--- src/design/lps_pkg.sv ---
package lps_pkg;
  // Word and buffer sizes
  localparam int DATA_W = 8;
  localparam int FIFO_DEPTH = 16;
  localparam int SYNC_W = 13;

  // Positions inside the synchronised pin vector
  localparam int POS_CAP_CLK = 12;
  localparam int POS_SHIFT_CLK = 11;
  localparam int POS_LOAD_N = 10;
  localparam int POS_CLEAR_N = 9;
  localparam int POS_SER = 8;
  localparam int POS_PAR_LSB = 0;

  // Values after reset
  localparam logic [12:0] SYNC_RESET = 13'h0600;
  localparam logic [7:0] LATCH_RESET = 8'h00;
  localparam logic [7:0] SHIFT_RESET = 8'h00;
endpackage : lps_pkg

--- src/design/lps_fifo.sv ---
`timescale 1ns/10ps
module lps_fifo #(
  parameter int WIDTH = 8,
  parameter int DEPTH = 16
) (
  // Clock and reset
  input wire logic i_clock,
  input wire logic i_rst_b,
  // Fill side
  input wire logic i_in_valid,
  input wire logic [WIDTH-1:0] i_in_data,
  output logic o_in_ready,
  // Drain side
  output logic o_out_valid,
  output logic [WIDTH-1:0] o_out_data,
  input wire logic i_out_ready
);
  localparam int AW = (DEPTH > 1) ? $clog2(DEPTH) : 1;

  logic [WIDTH-1:0] mem_reg [DEPTH];
  logic [AW-1:0] wr_ptr_reg;
  logic [AW-1:0] rd_ptr_reg;
  logic [AW:0] count_reg;
  logic [AW:0] count_next;
  logic full_reg;
  logic empty_reg;
  logic push;
  logic pop;

  function automatic logic [AW-1:0] lps_ptr_inc(input logic [AW-1:0] ptr);
    lps_ptr_inc = (ptr == AW'(DEPTH - 1)) ? '0 : ptr + AW'(1);
  endfunction : lps_ptr_inc

  assign push = i_in_valid && !full_reg;
  assign pop = !empty_reg && i_out_ready;
  assign o_in_ready = !full_reg;
  assign o_out_valid = !empty_reg;
  assign o_out_data = mem_reg[rd_ptr_reg];

  always_comb begin
    count_next = count_reg;
    if (push && !pop) begin
      count_next = count_reg + (AW+1)'(1);
    end else if (pop && !push) begin
      count_next = count_reg - (AW+1)'(1);
    end
  end

  always_ff @(posedge i_clock) begin
    if (push) begin
      mem_reg[wr_ptr_reg] <= i_in_data;
    end
  end

  always_ff @(posedge i_clock or negedge i_rst_b) begin
    if (!i_rst_b) begin
      wr_ptr_reg <= '0;
      rd_ptr_reg <= '0;
      count_reg <= '0;
      full_reg <= 1'b0;
      empty_reg <= 1'b1;
    end else begin
      if (push) begin
        wr_ptr_reg <= lps_ptr_inc(wr_ptr_reg);
      end
      if (pop) begin
        rd_ptr_reg <= lps_ptr_inc(rd_ptr_reg);
      end
      count_reg <= count_next;
      full_reg <= (count_next == (AW+1)'(DEPTH));
      empty_reg <= (count_next == '0);
    end
  end
endmodule : lps_fifo

--- src/design/lps_shift_top.sv ---
// Functional notes
// - An eight-bit input latch feeds an eight-bit parallel-load shift register emptied serially.
// - Latch and shift register change only on their own clock edges, apart from load and clear.
// - Every rising edge of the latch-capture clock stores the eight parallel inputs, unless the capture buffer is full.
// - A capture edge while load is low and clear high passes the new word into the shift register.
// - While load is low and clear high the shift register follows the latch without a shift edge.
// - While clear is low and load high every stage is forced to zero, overriding shifting.
// - Load is a direct latch to shift register path independent of the shift clock.
// - A shift edge with load and clear high moves each stage up and takes the serial input bit.
// - The serial output always shows the last stage of the shift register.
`timescale 1ns/10ps
module lps_shift_top (
  // Clock and reset
  input wire logic i_clock,
  input wire logic i_rst_b,
  // Controller pins
  input wire logic i_latch_capture_clock,
  input wire logic i_shift_clock,
  input wire logic i_parallel_load_n,
  input wire logic i_shift_clear_n,
  input wire logic i_serial_in_bit,
  input wire logic [lps_pkg::DATA_W-1:0] i_parallel_data,
  // Outputs
  output logic o_serial_out,
  output logic o_capture_ready
);
  localparam int W = lps_pkg::DATA_W;
  localparam int CNT_W = $clog2(W) + 1;

  logic [lps_pkg::SYNC_W-1:0] sync1_reg;
  logic [lps_pkg::SYNC_W-1:0] sync2_reg;
  logic cap_clk_dly_reg;
  logic shift_clk_dly_reg;
  logic [W-1:0] latch_reg;
  logic [W-1:0] shift_reg;
  logic [W-1:0] shift_next;
  logic cap_edge;
  logic shift_edge;
  logic load_lvl;
  logic clear_lvl;
  logic ser_bit;
  logic [W-1:0] par_word;
  logic fifo_in_ready;
  logic fifo_out_valid;
  logic [W-1:0] fifo_out_data;
  logic drain_ready;
  logic load_on;
  logic clear_on;
  logic shift_on;
  logic [CNT_W-1:0] shift_cnt_reg;
  logic first_ser_reg;

  ////////////////////////////////////////////////////////////////////////////
  // Pin synchronisers and edge detection

  always_ff @(posedge i_clock or negedge i_rst_b) begin
    if (!i_rst_b) begin
      sync1_reg <= lps_pkg::SYNC_RESET;
      sync2_reg <= lps_pkg::SYNC_RESET;
    end else begin
      sync1_reg <= {i_latch_capture_clock, i_shift_clock, i_parallel_load_n, i_shift_clear_n,
                    i_serial_in_bit, i_parallel_data};
      sync2_reg <= sync1_reg;
    end
  end

  always_ff @(posedge i_clock or negedge i_rst_b) begin
    if (!i_rst_b) begin
      cap_clk_dly_reg <= 1'b0;
      shift_clk_dly_reg <= 1'b0;
    end else begin
      cap_clk_dly_reg <= sync2_reg[lps_pkg::POS_CAP_CLK];
      shift_clk_dly_reg <= sync2_reg[lps_pkg::POS_SHIFT_CLK];
    end
  end

  function automatic logic lps_rise(input logic now_lvl, input logic was_lvl);
    lps_rise = now_lvl && !was_lvl;
  endfunction : lps_rise

  assign cap_edge = lps_rise(sync2_reg[lps_pkg::POS_CAP_CLK], cap_clk_dly_reg);
  assign shift_edge = lps_rise(sync2_reg[lps_pkg::POS_SHIFT_CLK], shift_clk_dly_reg);
  assign load_lvl = sync2_reg[lps_pkg::POS_LOAD_N];
  assign clear_lvl = sync2_reg[lps_pkg::POS_CLEAR_N];
  assign ser_bit = sync2_reg[lps_pkg::POS_SER];
  assign par_word = sync2_reg[lps_pkg::POS_PAR_LSB +: W];
  assign load_on = !load_lvl && clear_lvl;
  assign clear_on = load_lvl && !clear_lvl;
  assign shift_on = load_lvl && clear_lvl && shift_edge;

  ////////////////////////////////////////////////////////////////////////////
  // Capture buffer and input latch

  lps_fifo #(
    .WIDTH(W),
    .DEPTH(lps_pkg::FIFO_DEPTH)
  ) u_capture_fifo (
    .i_clock(i_clock),
    .i_rst_b(i_rst_b),
    .i_in_valid(cap_edge),
    .i_in_data(par_word),
    .o_in_ready(fifo_in_ready),
    .o_out_valid(fifo_out_valid),
    .o_out_data(fifo_out_data),
    .i_out_ready(drain_ready)
  );

  // Words wait in the buffer while clear is held
  assign drain_ready = clear_lvl;

  always_ff @(posedge i_clock or negedge i_rst_b) begin
    if (!i_rst_b) begin
      latch_reg <= lps_pkg::LATCH_RESET;
    end else if (fifo_out_valid && drain_ready) begin
      latch_reg <= fifo_out_data;
    end
  end

  always_ff @(posedge i_clock or negedge i_rst_b) begin
    if (!i_rst_b) begin
      o_capture_ready <= 1'b1;
    end else begin
      o_capture_ready <= fifo_in_ready;
    end
  end

  ////////////////////////////////////////////////////////////////////////////
  // Shift register

  always_comb begin
    shift_next = shift_reg;
    unique case ({load_lvl, clear_lvl})
      2'b00: shift_next = shift_reg;
      2'b10: shift_next = '0;
      2'b01: shift_next = latch_reg;
      2'b11: shift_next = shift_edge ? {shift_reg[W-2:0], ser_bit} : shift_reg;
    endcase
  end

  always_ff @(posedge i_clock or negedge i_rst_b) begin
    if (!i_rst_b) begin
      shift_reg <= lps_pkg::SHIFT_RESET;
    end else begin
      shift_reg <= shift_next;
    end
  end

  assign o_serial_out = shift_reg[W-1];

  ////////////////////////////////////////////////////////////////////////////
  // Assertions

  // Shifts since the last load or clear, saturating at the register length
  always_ff @(posedge i_clock or negedge i_rst_b) begin
    if (!i_rst_b) begin
      shift_cnt_reg <= '0;
      first_ser_reg <= 1'b0;
    end else if (load_on || clear_on) begin
      shift_cnt_reg <= '0;
    end else if (shift_on) begin
      if (shift_cnt_reg == '0) begin
        first_ser_reg <= ser_bit;
      end
      if (shift_cnt_reg != CNT_W'(W)) begin
        shift_cnt_reg <= shift_cnt_reg + CNT_W'(1);
      end
    end
  end
endmodule : lps_shift_top

--- config.mk ---
export PLATFORM = sky130hd
export DESIGN_NAME = lps_shift_top
export DESIGN_NICKNAME = d
export VERILOG_FILES = /design/src/design/lps_pkg.sv /design/src/design/lps_fifo.sv /design/src/design/lps_shift_top.sv
export SDC_FILE = /design/constraint.sdc
export NUM_CORES = 1
export LEC_CHECK = 0
export ABC_AREA = 1
export BUFFER_PORTS_ARGS = -buffer_cell sky130_fd_sc_hd__clkbuf_2
export CAP_MARGIN = 20
export CORE_AREA = 2 2 118 120
export CTS_CLUSTER_SIZE = 30
export DETAILED_ROUTE_END_ITERATION = 8
export DIE_AREA = 0 0 120 122
export MAX_ROUTING_LAYER = met4
export PLACE_DENSITY = 0.73
export SYNTH_ARGS = -nofsm -noshare
export SYNTH_HDL_FRONTEND = slang
export SYNTH_SLANG_ARGS = --single-unit
--- constraint.sdc ---
create_clock -name i_clock -period 3.8 [get_ports i_clock]
set_input_delay 0.38 -clock i_clock [delete_from_list [all_inputs] [get_ports i_clock]]
set_output_delay 0.38 -clock i_clock [all_outputs]
set_load 0.005 [all_outputs]
Yosys cells after proc, flatten, opt, wreduce, memory -nomap -nowiden
Memories as Yosys holds them, arrays and structs flattened. A register that Yosys moved wholly into a read port is not among the register bits.
Index checks and enable logic that the tools add are counted.
{ "classes": {"addsub": 4, "n_eq_ne": 7, "muxes": 8, "n_bitwise": 1, "n_reduce_logical": 16} }
{ "op_table": {"columns": ["operator", "count"], "rows": [
  ["one-hot mux 8 bit (3 select lines)", 1],
  ["two-way mux 5 bit", 2],
  ["adder 4 x 1 -> 4 bit, second input constant", 2],
  ["== test 4 bit, second input constant", 2],
  ["two-way mux 4 bit", 2],
  ["two-way mux 8 bit", 1],
  ["logical NOT 1 bit", 7],
  ["logical AND 1 bit", 6],
  ["adder 5 x 1 -> 5 bit, second input constant", 1],
  ["== test 5 bit, second input constant", 1],
  ["logical NOT 5 bit", 1],
  ["subtractor 5 x 1 -> 5 bit, second input constant", 1],
  ["== test 2 bit, second input constant", 2],
  ["== test 2 x 1 -> 1 bit, second input constant", 1],
  ["logical NOT 2 bit", 1],
  ["two-way mux 1 bit", 2],
  ["inequality test 2 bit, second input constant", 1],
  ["AND reduction 2 bit", 1],
  ["inverter 1 bit", 1]
]} }
{ "word_totals": {"n_memories": 1, "out_inout_bits": 2, "regBits": 52, "ramBits": 128, "in_bits": 15, "elab_cells": 48} }
{ "mem_list": {"columns": ["memory", "depth", "word_bits", "read_ports", "rd_clocked_by_memory_dff", "write_ports", "line_no", "text"], "rows": [
  ["u_capture_fifo.mem_reg", 16, 8, 1, 1, 1, "lps_fifo.sv:20", "logic [WIDTH-1:0] mem_reg [DEPTH];"]
]} }

Logic depth before layout (Yosys ltp)
Gate-level depths: netlist of the first run.
{ "depth": {"ltp_word": 8, "depth_mapped": 11} }

By module
From an unflattened synthesis of the first run, not the netlist that was laid out.
{ "hier_totals": {"hier_cells": 631, "hier_area_um2": 7482.2} }
{ "modules_own_cells": {"columns": ["mod", "area_per_inst_um2", "cells_each", "seq_area_each_um2", "n_inst"], "rows": [
  ["lps_fifo", 5931.9, 497, 4220.3, 1],
  ["lps_shift_top", 1550.2, 134, 1132.3, 1]
]} }

Worst setup path before layout of the first run
No wires, ideal clock.
{ "synth_timing": {"kind": "reg-to-reg", "startpoint": "reg u_capture_fifo.full_reg", "endpoint": "mem u_capture_fifo.mem_reg[11][0] (enable)", "path_stages_with_launch": 7, "path_buffers": 1, "setup_ps": 370, "setup_slack_ps": 2094, "arrival_time_ps": 1336, "period_less_slack_ps": 1706, "path_cell_list": "dfrtp_1 > inv_2 > nand3_1 > buf_4 > inv_1 > nand2_1 > nor2_1"} }
{ "synth_via": {"elab_chain_cells": 4} }
{ "synth_lines": {"columns": ["item", "line_no", "text"], "rows": [
  ["start: declaration", "lps_fifo.sv:25", "logic full_reg;"],
  ["start signal: assignment", "lps_fifo.sv:70", "full_reg <= (count_next == (AW+1)'(DEPTH));"],
  ["logical NOT 1 bit", null, null],
  ["via fifo_in_ready", "lps_shift_top.sv:43", "logic fifo_in_ready;"],
  ["logical AND 1 bit", "lps_fifo.sv:34", "assign push = i_in_valid && !full_reg;"],
  ["two-way mux 1 bit", "lps_fifo.sv:50", "if (push) begin"],
  ["two-way mux 1 bit (implied by the code)", "lps_fifo.sv:51", "mem_reg[wr_ptr_reg] <= i_in_data;"],
  ["end: declaration", "lps_fifo.sv:20", null]
]} }
The timed path passes the listed nets, and every way through them passes these cells.

Worst setup path after layout of the first run
{ "layout_timing": {"startpoint": "reg u_capture_fifo.full_reg", "endpoint": "mem u_capture_fifo.mem_reg[8][7] (enable)"} }
The elaborated chain is that of the path after synthesis.

==> results of run 1 <==
## layout make-up
type                       count  area, um^2
clock buffer                  21         472
clock inverter                11         105
fill                        1019        5300
inverter                      30         113
multi-input combinational    394        1810
sequential                   188        5350
tap                          180         225
timing repair buffer          20         123
## power groups by stage
stage	Combinational [mW]	Clock [mW]	Sequential [mW]
final	1.62	1.70	2.62
after global routing	1.83	1.81	2.65
after CTS	1.60	1.72	2.61
after detailed placement	1.57	0	2.66
after global placement	1.51	0	2.65
after floorplan	1.30	0	2.56
## worst max-delay path, cell delays in order (launching register included)
cell	delay, ns
dfrtp_1	0.37
inv_2	0.08
nand3_1	0.36
inv_1	0.35
nand2_1	0.20
nor2_1	0.64
## metal layers
metal | vias to the layer above | routed length, um | track usage, %
li1 | 2219 | - | -
met1 | 2314 | 6230 | 28.6
met2 | 188 | 7460 | 35.5
met3 | 27 | 931 | 4.49
met4 | 0 | 356 | 8.75
met5 | - | 0 | -
## kinds of logic after synthesis
| logic type | count (synthesis) | synth area share, % |
|---|---|---|
| AO/OA/AOI/OAI | 34 | 2.69 |
| buffers and inverters | 59 | 4.25 |
| flip-flops | 188 | 71.6 |
| adder cells (fa/ha/maj) | 7 | 1.17 |
| XOR/XNOR | 4 | 0.468 |
| AND/OR/NAND/NOR | 349 | 19.9 |
## worst max path at each step
stage                                         endpoint  slack (ns)  cells after the start
3_5_place_dp    u_capture_fifo.mem_reg[8][1]$_DFFE_PP_        1.47                      5
5_1_grt         u_capture_fifo.mem_reg[8][7]$_DFFE_PP_        1.31                      5
3_3_place_gp    u_capture_fifo.mem_reg[2][4]$_DFFE_PP_        1.60                      5
4_1_cts         u_capture_fifo.mem_reg[8][7]$_DFFE_PP_        1.44                      5
6_report        u_capture_fifo.mem_reg[8][7]$_DFFE_PP_        1.42                      5
2_1_floorplan  u_capture_fifo.mem_reg[11][0]$_DFFE_PP_        2.09                      6
## cells in the mapped netlist
cell,number
clkinv_1,2
nand3_4,1
or2_1,1
inv_1,24
edfxtp_1,128
clkbuf_1,3
buf_4,8
ha_1,7
o22ai_1,1
xor2_1,3
nor2_1,39
o21ai_1,2
nand3b_1,1
o21ai_0,6
nand3_1,110
inv_2,4
nor2_2,1
dfrtp_1,54
a21oi_1,17
nand2_2,1
nand4_1,4
buf_2,11
o221ai_1,8
xnor2_1,1
dfstp_2,6
nand2_1,189
nor3_1,2
buf_6,7
## cells in the final DEF, fill, tap and decap left out, types with 2 or more instances in the layout
cell | netlist | routed
clkbuf_1 | 3 | 2
clkinvlp_4 | 0 | 2
o21ai_0 | 6 | 6
nand4_1 | 4 | 4
nor3_1 | 2 | 2
clkbuf_2 | 0 | 16
clkinv_2 | 0 | 2
inv_6 | 0 | 3
nor2_1 | 39 | 39
buf_4 | 8 | 3
nand3_1 | 110 | 110
dfstp_2 | 6 | 6
xor2_1 | 3 | 3
clkinv_1 | 2 | 2
o21ai_1 | 2 | 2
ha_1 | 7 | 7
inv_2 | 4 | 4
clkinv_4 | 0 | 2
o221ai_1 | 8 | 8
edfxtp_1 | 128 | 128
a21oi_1 | 17 | 17
dfrtp_1 | 54 | 53
inv_1 | 24 | 24
nand2_1 | 189 | 189
clkbuf_16 | 0 | 18
## per-stage QoR
step / utilization, % / cell area, um^2
floorplan: - / 7480
global placement: 56.3 / 7600
detailed placement: 56.3 / 7600
CTS: 60.6 / 8180
global route: 60.7 / 8200
finish: 60.7 / 8200
==> summary.txt, run 1 <==
Worst hold path
  – Worst Hold Depth: 1
  – Hold Crit Class: in2reg
  – Worst Hold Endpoint: sync1_reg[9]$_DFF_PN1_
  – Hold Startpoint: i_shift_clear_n

Synthesis
  – Sequential area share after synthesis: 71.6%
  – Post-Synthesis Cell Area: 7480 um^2
  – Synthesized netlist cell count: 641
  – Syn Area/Cell: 11.7 um^2
  – Synth top area share: 51.4%
  – Syn Nets: 663
  – Distinct cells, synth: 28
  – Flop and latch count out of synthesis: 188
  – Area leader, netlist: edfxtp_1
  – Yosys warns: 0
  – Synth top area cells: edfxtp_1 51%, dfrtp_1 18%, nand2_1 9.5%

Clock tree
  – H-Tree Depth: 4
  – Worst-Skew Late Latency: 0.42 ns
  – Clock slew at reported path FFs: 0.07 ns
  – Num CTS Buffers: 17
  – Post-CTS Setup Inserts: 0
  – CTS tree: yes
  – Hold-fix buffers, CTS: 0
  – CTS root buf: clkbuf_16
  – CTS Sinks: 188
  – CTS max path bufs: 2
  – Cts repair resizes: 0

Layout
  – Ratio of cells with drive above 1 in the final layout: 9.64%
  – Layout Nets: 673
  – Final non-filler cell total: 844
  – Area grow syn2layout: 9.64%
  – ANT cells: 0
  – Max reg flops: 128

Power and ir drop
  – Power per cell area: 724 nW/um^2
  – Power, Total: 5.94 mW
  – Internal: 3.87 mW
  – Comb power frac: 27.2%
  – Leak: 3.21 nW
  – Switch share: 34.8%
  – Psw: 2.06 mW
  – Reg power frac: 44.1%
  – Peak VDD IR: 0.507 mV
  – Clock power frac: 28.7%

Die
  – Die area: 14600 um^2
  – Row cnt: 43
  – Die H: 122 um
  – Number of top-level pins: 17
  – Area of the core: 13500 um^2
  – Die width: 120 um
  – Initial Utilization: 55.4%

STA
  – Tmin final: 2.38 ns
  – Setup violations, final: 0
  – Final Skew: 0.0131 ns
  – Slew @ Worst Pin: 0.952 ns
  – Final hold vios: 0
  – Crit share post-route: 62.7%
  – Final hold slack: 0.0327 ns
  – Max Freq: 0.419 GHz
  – Max Slew Vio Count: 0
  – RSZ-0062 raised after global routing: false
  – Slew margin rel.: 36.5%
  – Final worst slack: 1.42 ns
  – Setup TNS: 0 ns

Global route
  – First-pass GRT wire length: 23800 um
  – Vias in the first global route: 4583
  – Initial antenna violation count: 0
  – GRT overflow: 0
  – Gr usage total: 22.3%
  – Largest net degree at the start of global routing: 67

Critical path
  – Worst Setup SP: u_capture_fifo.full_reg$_DFF_PN0_
  – Worst EP required: 3.85 ns
  – Flop2flop setup slack: 1.42 ns
  – Reg-to-reg startpoint: u_capture_fifo.full_reg$_DFF_PN0_
  – Worst-path fanout max: 11
  – CP arrival: 2.44 ns
  – Reg2reg end: u_capture_fifo.mem_reg[8][7]$_DFFE_PP_
  – Worst setup SP type: flop
  – Worst setup path class: reg2reg
  – Endpoint type of the worst setup path: flop
  – R2R depth: 5

Job
  – Max_cap viols: 0

Placement
  – Hpwl dp: 9260 um
  – Pre-CTS WS: 1.47 ns
  – Port buffer count: 16
  – Placed insts: 811
  – GPL Wtd Cong: 0.919

Route
  – Post-DRT Antenna Nets: 0
  – Wire length per cell: 17.7 um
  – Total Wirelength: 15000 um
  – Remaining routing DRC violations: 0
  – Via count: 4748
  – DR pass1 iterations: 5
  – Detailed Route Iter0 Violations: 392
  – Vias per cell: 5.63

Run status
  – Status: finished clean
Power figures use the tool's default switching activity.
==> inputs of run 2 (changes only) <==
clock period = 2.4 ns   (was 3.8 ns; I/O delays follow)
==> run 2 against run 1 <==
Against the previous run: global-route usage rose by 0.097 points; largest cell class unchanged; largest power group unchanged; final cell count up 3.1%; routed wire length is 0.91% higher; hold slack better by 0.31 ns; final area is 2.9% higher.
==> summary.txt, run 2 (same netlist as run 1, synthesis figures left out) <==
STA
  – Final Skew: 0.00838 ns (-0.00470 ns)
  – Crit share post-route: 77.1% (+14 points)
  – Tmin final: 1.85 ns (-0.533 ns)
  – Setup TNS: 0 ns (unchanged)
  – Final hold vios: 0 (unchanged)
  – Final hold slack: 0.346 ns (+0.314 ns)
  – Slew margin rel.: 49.0% (+12 points)
  – Max Freq: 0.540 GHz (+29%)
  – Setup violations, final: 0 (unchanged)
  – RSZ-0062 raised after global routing: false
  – Slew @ Worst Pin: 0.763 ns (-0.189 ns)
  – Max Slew Vio Count: 0 (unchanged)

Route
  – Vias per cell: 5.49 (-2.4%)
  – Post-DRT Antenna Nets: 0 (unchanged)
  – Wire length per cell: 17.4 um (-2.1%)
  – Total Wirelength: 15100 um (+0.91%)
  – DR pass1 iterations: 6 (+1)
  – Via count: 4779 (+0.65%)
  – Remaining routing DRC violations: 0 (unchanged)
  – Detailed Route Iter0 Violations: 395 (+0.77%)

Critical path
  – Worst Setup SP: u_capture_fifo.full_reg$_DFF_PN0_
  – Worst-path fanout max: 8 (-3)
  – Reg-to-reg startpoint: u_capture_fifo.full_reg$_DFF_PN0_
  – Worst setup path class: reg2reg
  – Worst EP required: 2.46 ns (-1.39 ns)
  – CP arrival: 1.92 ns (-0.52 ns)
  – Endpoint type of the worst setup path: flop
  – Flop2flop setup slack: 0.55 ns (-0.87 ns)
  – Worst setup SP type: flop

Layout
  – ANT cells: 0 (unchanged)
  – Max reg flops: 128 (unchanged)
  – Ratio of cells with drive above 1 in the final layout: 10.4% (+0.80 points)
  – Multi-input combinational cell area: 1810 um^2 (unchanged)
  – Final non-filler cell total: 870 (+3.1%)
  – Commonest non-fill, non-tap cell in the layout: nand2_1
  – Most frequent cells in the layout: 189 x nand2_1, 128 x edfxtp_1, 110 x nand3_1, 53 x dfrtp_1, 39 x nor2_1
  – Layout Nets: 699 (+3.9%)
  – FF+latch area: 5350 um^2 (unchanged)
  – Post-route cell area: 8430 um^2 (+2.9%)
  – # fillers: 991 (-2.7%)
  – Area grow syn2layout: 12.8%

Die
  – Die H: 122 um (unchanged)
  – Number of top-level pins: 17 (unchanged)
  – Die area: 14600 um^2 (unchanged)
  – Area of the core: 13500 um^2 (unchanged)
  – Row cnt: 43 (unchanged)
  – Initial Utilization: 55.4% (unchanged)
  – Die width: 120 um (unchanged)

Placement
  – Hpwl dp: 9330 um (+0.69%)
  – Placed cell areas: 7710 um^2 (+1.4%)
  – Placed insts: 824 (+1.6%)
  – Port buffer count: 16 (unchanged)
  – GPL Wtd Cong: 0.872 (-5.1%)

Clock tree
  – CTS Sinks: 188 (unchanged)
  – CTS tree: yes
  – Cts repair resizes: 0 (unchanged)
  – CTS max path bufs: 2 (unchanged)
  – H-Tree Depth: 4 (unchanged)
  – CTS root buf: clkbuf_16
  – Num CTS Buffers: 17 (unchanged)
  – Worst-Skew Late Latency: 0.44 ns (+0.02 ns)
  – Clock slew at reported path FFs: 0.06 ns (about the same)

Global route
  – Initial antenna violation count: 0 (unchanged)
  – GRT overflow: 0 (unchanged)
  – First-pass GRT wire length: 23600 um (-0.52%)
  – Vias in the first global route: 4590 (+0.15%)
  – Gr usage total: 22.4% (+0.097 points)
  – Largest net degree at the start of global routing: 67 (unchanged)

Worst hold path
  – Hold Crit Class: reg2reg
  – Hold Startpoint: sync1_reg[7]$_DFF_PN0_

Power and ir drop
  – Peak VDD IR: 0.690 mV (+36%)
  – Leak: 3.34 nW (+4.0%)
  – Power per cell area: 1120 nW/um^2 (+54%)
  – Power, Total: 9.43 mW (+59%)

Run status
  – Status: finished clean

Job
  – Max_cap viols: 0 (unchanged)
[run 2: cell count changes in the layout (fill, tap and decap cells not counted), moves of 2 or more]
cell / delta
dlygate4sd3_1: +14
clkbuf_8: +2
clkbuf_16: +2
clkinv_4: -2
inv_6: -3
clkbuf_1: +3
buf_4: +12
clkinvlp_4: -2
[run 2: area by class of cell]
class	count	area share [%]
sequential	188	63.5
tap	180	2.67
inverter	30	1.34
clock buffer	28	6.65
clock inverter	4	0.237
multi-input combinational	394	21.5
timing repair buffer	46	4.18
[run 2: worst max-delay path, cell delays in order, from the launching register on]
cell,delay (ns)
dfrtp_1,0.37
inv_2,0.09
nand3_1,0.13
inv_1,0.19
nand2_1,0.16
nor2_1,0.55
[run 2: where the power goes]
part	leakage (nW)	total [mW]	internal (mW)	switching, mW
sequential	1.86	4.09	3.84	0.256
clock	0.288	2.71	1.59	1.12
combinational	1.20	2.63	0.810	1.82
[run 2: final timing paths]
path | to | depth (start not counted)
min reg2reg | sync2_reg[7]$_DFF_PN0_ | 0
max in group asynchronous | u_capture_fifo.rd_ptr_reg[0]$_DFFE_PN0P_ | 3
max | u_capture_fifo.mem_reg[12][0]$_DFFE_PP_ | 5
max reg2reg | u_capture_fifo.mem_reg[12][0]$_DFFE_PP_ | 5
min | sync2_reg[7]$_DFF_PN0_ | 0
min in group asynchronous | shift_clk_dly_reg$_DFF_PN0_ | 3
[run 2: routing by layer]
metal  share of wire (%)  GRT usage [%]  vias up
li1                    -              -     2265
met2                  48           33.9      187
met4                 3.3           9.85        0
met3                 6.7           4.92       36
met1                  42           29.6     2291
met5                   0              -        -
[run 2: what timing repair did]
action | 4_1_cts | 5_1_grt
hold endpoints to repair | 67 | 0
hold buffers | 14 | 0
buffers inserted | 0 | 0
[run 2: stage by stage]
stage               worst slack [ns]  utilization [%]
floorplan                      0.694                -
global placement               0.646             57.1
detailed placement             0.585             57.1
CTS                            0.570             62.5
global route                   0.442             62.5
finish                         0.549             62.5
==> inputs of run 3 (changes only) <==
clock period = 1.77 ns   (was 2.4 ns; I/O delays follow)
==> run 3 against run 2 <==
Against the previous run: clock skew shrank 0.00069 ns; non-clock buffer count is 11 higher; routed wire length fell by 2.0%; combinational power rose by 41%; setup slack worse by 0.40 ns; die area did not move; utilization grew 0.86 points; register-to-register slack got worse by 0.40 ns; sequential power is 36% higher; critical path depth increased by 1; critical endpoint is now u_capture_fifo.mem_reg[11][7]$_DFFE_PP_; largest power group unchanged.
==> summary.txt, run 3 (same netlist as run 1, synthesis figures left out) <==
Critical path
  – Slowest CP cell: dfrtp_1
  – CP arrival: 1.76 ns (-0.16 ns)
  – Worst Setup SP: u_capture_fifo.full_reg$_DFF_PN0_
  – Worst-path fanout max: 8 (unchanged)
  – Crit-path max cell delay: 0.37 ns (-0.18 ns)
  – Worst setup SP type: flop
  – CP Cell Sequence: inv_2 -> nand3_1 -> inv_1 -> nand2_1 -> nor2_1 -> buf_4
  – Worst setup path class: reg2reg
  – Worst EP required: 1.91 ns (-0.55 ns)
  – Reg-to-reg startpoint: u_capture_fifo.full_reg$_DFF_PN0_
  – Endpoint type of the worst setup path: flop

STA
  – Max Slew Vio Count: 0 (unchanged)
  – Setup TNS: 0 ns (unchanged)
  – Final hold vios: 0 (unchanged)
  – Tmin final: 1.62 ns (-0.233 ns)
  – Final Skew: 0.00769 ns (-0.000688 ns)
  – Max Freq: 0.618 GHz (+14%)
  – Setup violations, final: 0 (unchanged)
  – Slew @ Worst Pin: 0.711 ns (-0.0512 ns)
  – Crit share post-route: 91.4% (+14 points)
  – RSZ-0062 raised after global routing: false
  – Slew margin rel.: 52.6% (+3.6 points)

Layout
  – Most frequent cells in the layout: 189 x nand2_1, 128 x edfxtp_1, 110 x nand3_1, 53 x dfrtp_1, 39 x nor2_1
  – Post-route cell area: 8550 um^2 (+1.4%)
  – Max reg flops: 128 (unchanged)
  – Multi-input combinational cell area: 1810 um^2 (+0.28%)
  – # fillers: 1007 (+1.6%)
  – ANT cells: 0 (unchanged)
  – FF+latch area: 5350 um^2 (unchanged)
  – Commonest non-fill, non-tap cell in the layout: nand2_1
  – Area grow syn2layout: 14.3%
  – Layout Nets: 710 (+1.6%)
  – Final non-filler cell total: 881 (+1.3%)
  – Ratio of cells with drive above 1 in the final layout: 12.4% (+2.0 points)

Clock tree
  – Post-CTS Setup Inserts: 0 (unchanged)
  – CTS tree: yes
  – CTS Sinks: 188 (unchanged)
  – H-Tree Depth: 4 (unchanged)
  – CTS root buf: clkbuf_16
  – Worst-Skew Late Latency: 0.43 ns (about the same)
  – Num CTS Buffers: 17 (unchanged)
  – Clock slew at reported path FFs: 0.07 ns (about the same)
  – CTS max path bufs: 2 (unchanged)

Global route
  – Largest net degree at the start of global routing: 67 (unchanged)
  – Initial antenna violation count: 0 (unchanged)
  – Vias in the first global route: 4530 (-1.3%)
  – Gr usage total: 22.4% (-0.054 points)
  – First-pass GRT wire length: 23500 um (-0.52%)
  – GRT overflow: 0 (unchanged)

Power and ir drop
  – Leak: 3.41 nW (+2.0%)
  – Power per cell area: 1510 nW/um^2 (+35%)
  – Power, Total: 12.9 mW (+37%)
  – Peak VDD IR: 0.929 mV (+35%)

Route
  – Wire length per cell: 16.8 um (-3.2%)
  – Via count: 4751 (-0.59%)
  – Post-DRT Antenna Nets: 0 (unchanged)
  – Remaining routing DRC violations: 0 (unchanged)
  – Vias per cell: 5.39 (-1.8%)
  – Total Wirelength: 14800 um (-2.0%)
  – Detailed Route Iter0 Violations: 346 (-12%)
  – DR pass1 iterations: 5 (-1)

Placement
  – Hpwl dp: 9480 um (+1.6%)
  – Placed cell areas: 7830 um^2 (+1.6%)
  – Port buffer count: 16 (unchanged)
  – GPL Wtd Cong: 0.803 (-7.9%)
  – Placed insts: 835 (+1.3%)

Die
  – Die H: 122 um (unchanged)
  – Area of the core: 13500 um^2 (unchanged)
  – Initial Utilization: 55.4% (unchanged)
  – Number of top-level pins: 17 (unchanged)
  – Die area: 14600 um^2 (unchanged)
  – Die width: 120 um (unchanged)
  – Row cnt: 43 (unchanged)

Run status
  – Status: finished clean

Job
  – Max_cap viols: 0 (unchanged)

Worst hold path
  – Hold Crit Class: in2async
-- run 3: cell types whose count changed in the layout (fill, tap and decap cells not counted) --
cell / before / now
clkbuf_16: 20 / 19
clkbuf_1: 5 / 2
nand2_4: 0 / 1
nand2_2: 1 / 0
clkbuf_8: 3 / 1
clkinv_4: 0 / 3
buf_4: 15 / 23
clkinv_2: 2 / 3
clkinv_1: 3 / 2
inv_4: 1 / 0
buf_12: 1 / 4
clkinvlp_4: 0 / 1
inv_6: 0 / 3
-- run 3: area by class of cell --
class	count	share of cell area [%]
Timing Repair Buffer	57	5.53
Sequential cell	188	62.6
Multi-Input combinational cell	394	21.2
Clock inverter	10	0.878
Clock buffer	22	5.81
Tap cell	180	2.63
Inverter	30	1.32
-- run 3: power breakdown --
| group | internal, mW | total [mW] | switching (mW) | leakage [nW] |
|---|---|---|---|---|
| Clock | 2.01 | 3.61 | 1.60 | 0.282 |
| Combinational | 1.23 | 3.72 | 2.49 | 1.27 |
| Sequential | 5.20 | 5.56 | 0.366 | 1.86 |
-- run 3: worst paths after layout --
kind	to	slack, ns	depth (start not counted)
worst max-delay path	u_capture_fifo.mem_reg[11][7]$_DFFE_PP_	0.15	6
worst min-delay path	shift_reg[7]$_DFFE_PN0P_	0.28	3
worst max register to register	u_capture_fifo.mem_reg[11][7]$_DFFE_PP_	0.15	6
worst min register to register	sync2_reg[0]$_DFF_PN0_	0.35	0
max in group asynchronous	u_capture_fifo.empty_reg$_DFF_PN1_	1.18	3
min in group i_clock	sync2_reg[0]$_DFF_PN0_	0.35	0
-- run 3: critical path, delay by kind of cell, from the launching register on --
family	cells	cell delay (ns)
and+or+nand+nor	3	0.48
DFF	1	0.37
buffers and inverters	3	0.48
-- run 3: layer usage --
| layer | share of wire, % | vias up | GRT usage [%] |
|---|---|---|---|
| li1 | - | 2290 | - |
| met5 | 0 | - | - |
| met4 | 3.2 | 0 | 9.93 |
| met3 | 5.2 | 31 | 4.31 |
| met2 | 47 | 137 | 33.9 |
| met1 | 45 | 2293 | 29.8 |
-- run 3: through the flow --
stage          worst slack, ns  utilization [%]  hold slack, ns
6_report                 0.152             63.3           0.276
5_1_grt                0.00474             63.3           0.344
4_1_cts                  0.104             63.3           0.290
3_5_place_dp             0.144             58.0           0.207
3_3_place_gp             0.179             58.0           0.204
2_1_floorplan           0.0638                -          -0.119
-- run 3: timing repair --
item,4_1_cts,5_1_grt
setup endpoints to repair,0,2
endpoints found under the hold margin,67,0
resized for setup,0,1
hold buffers,14,0
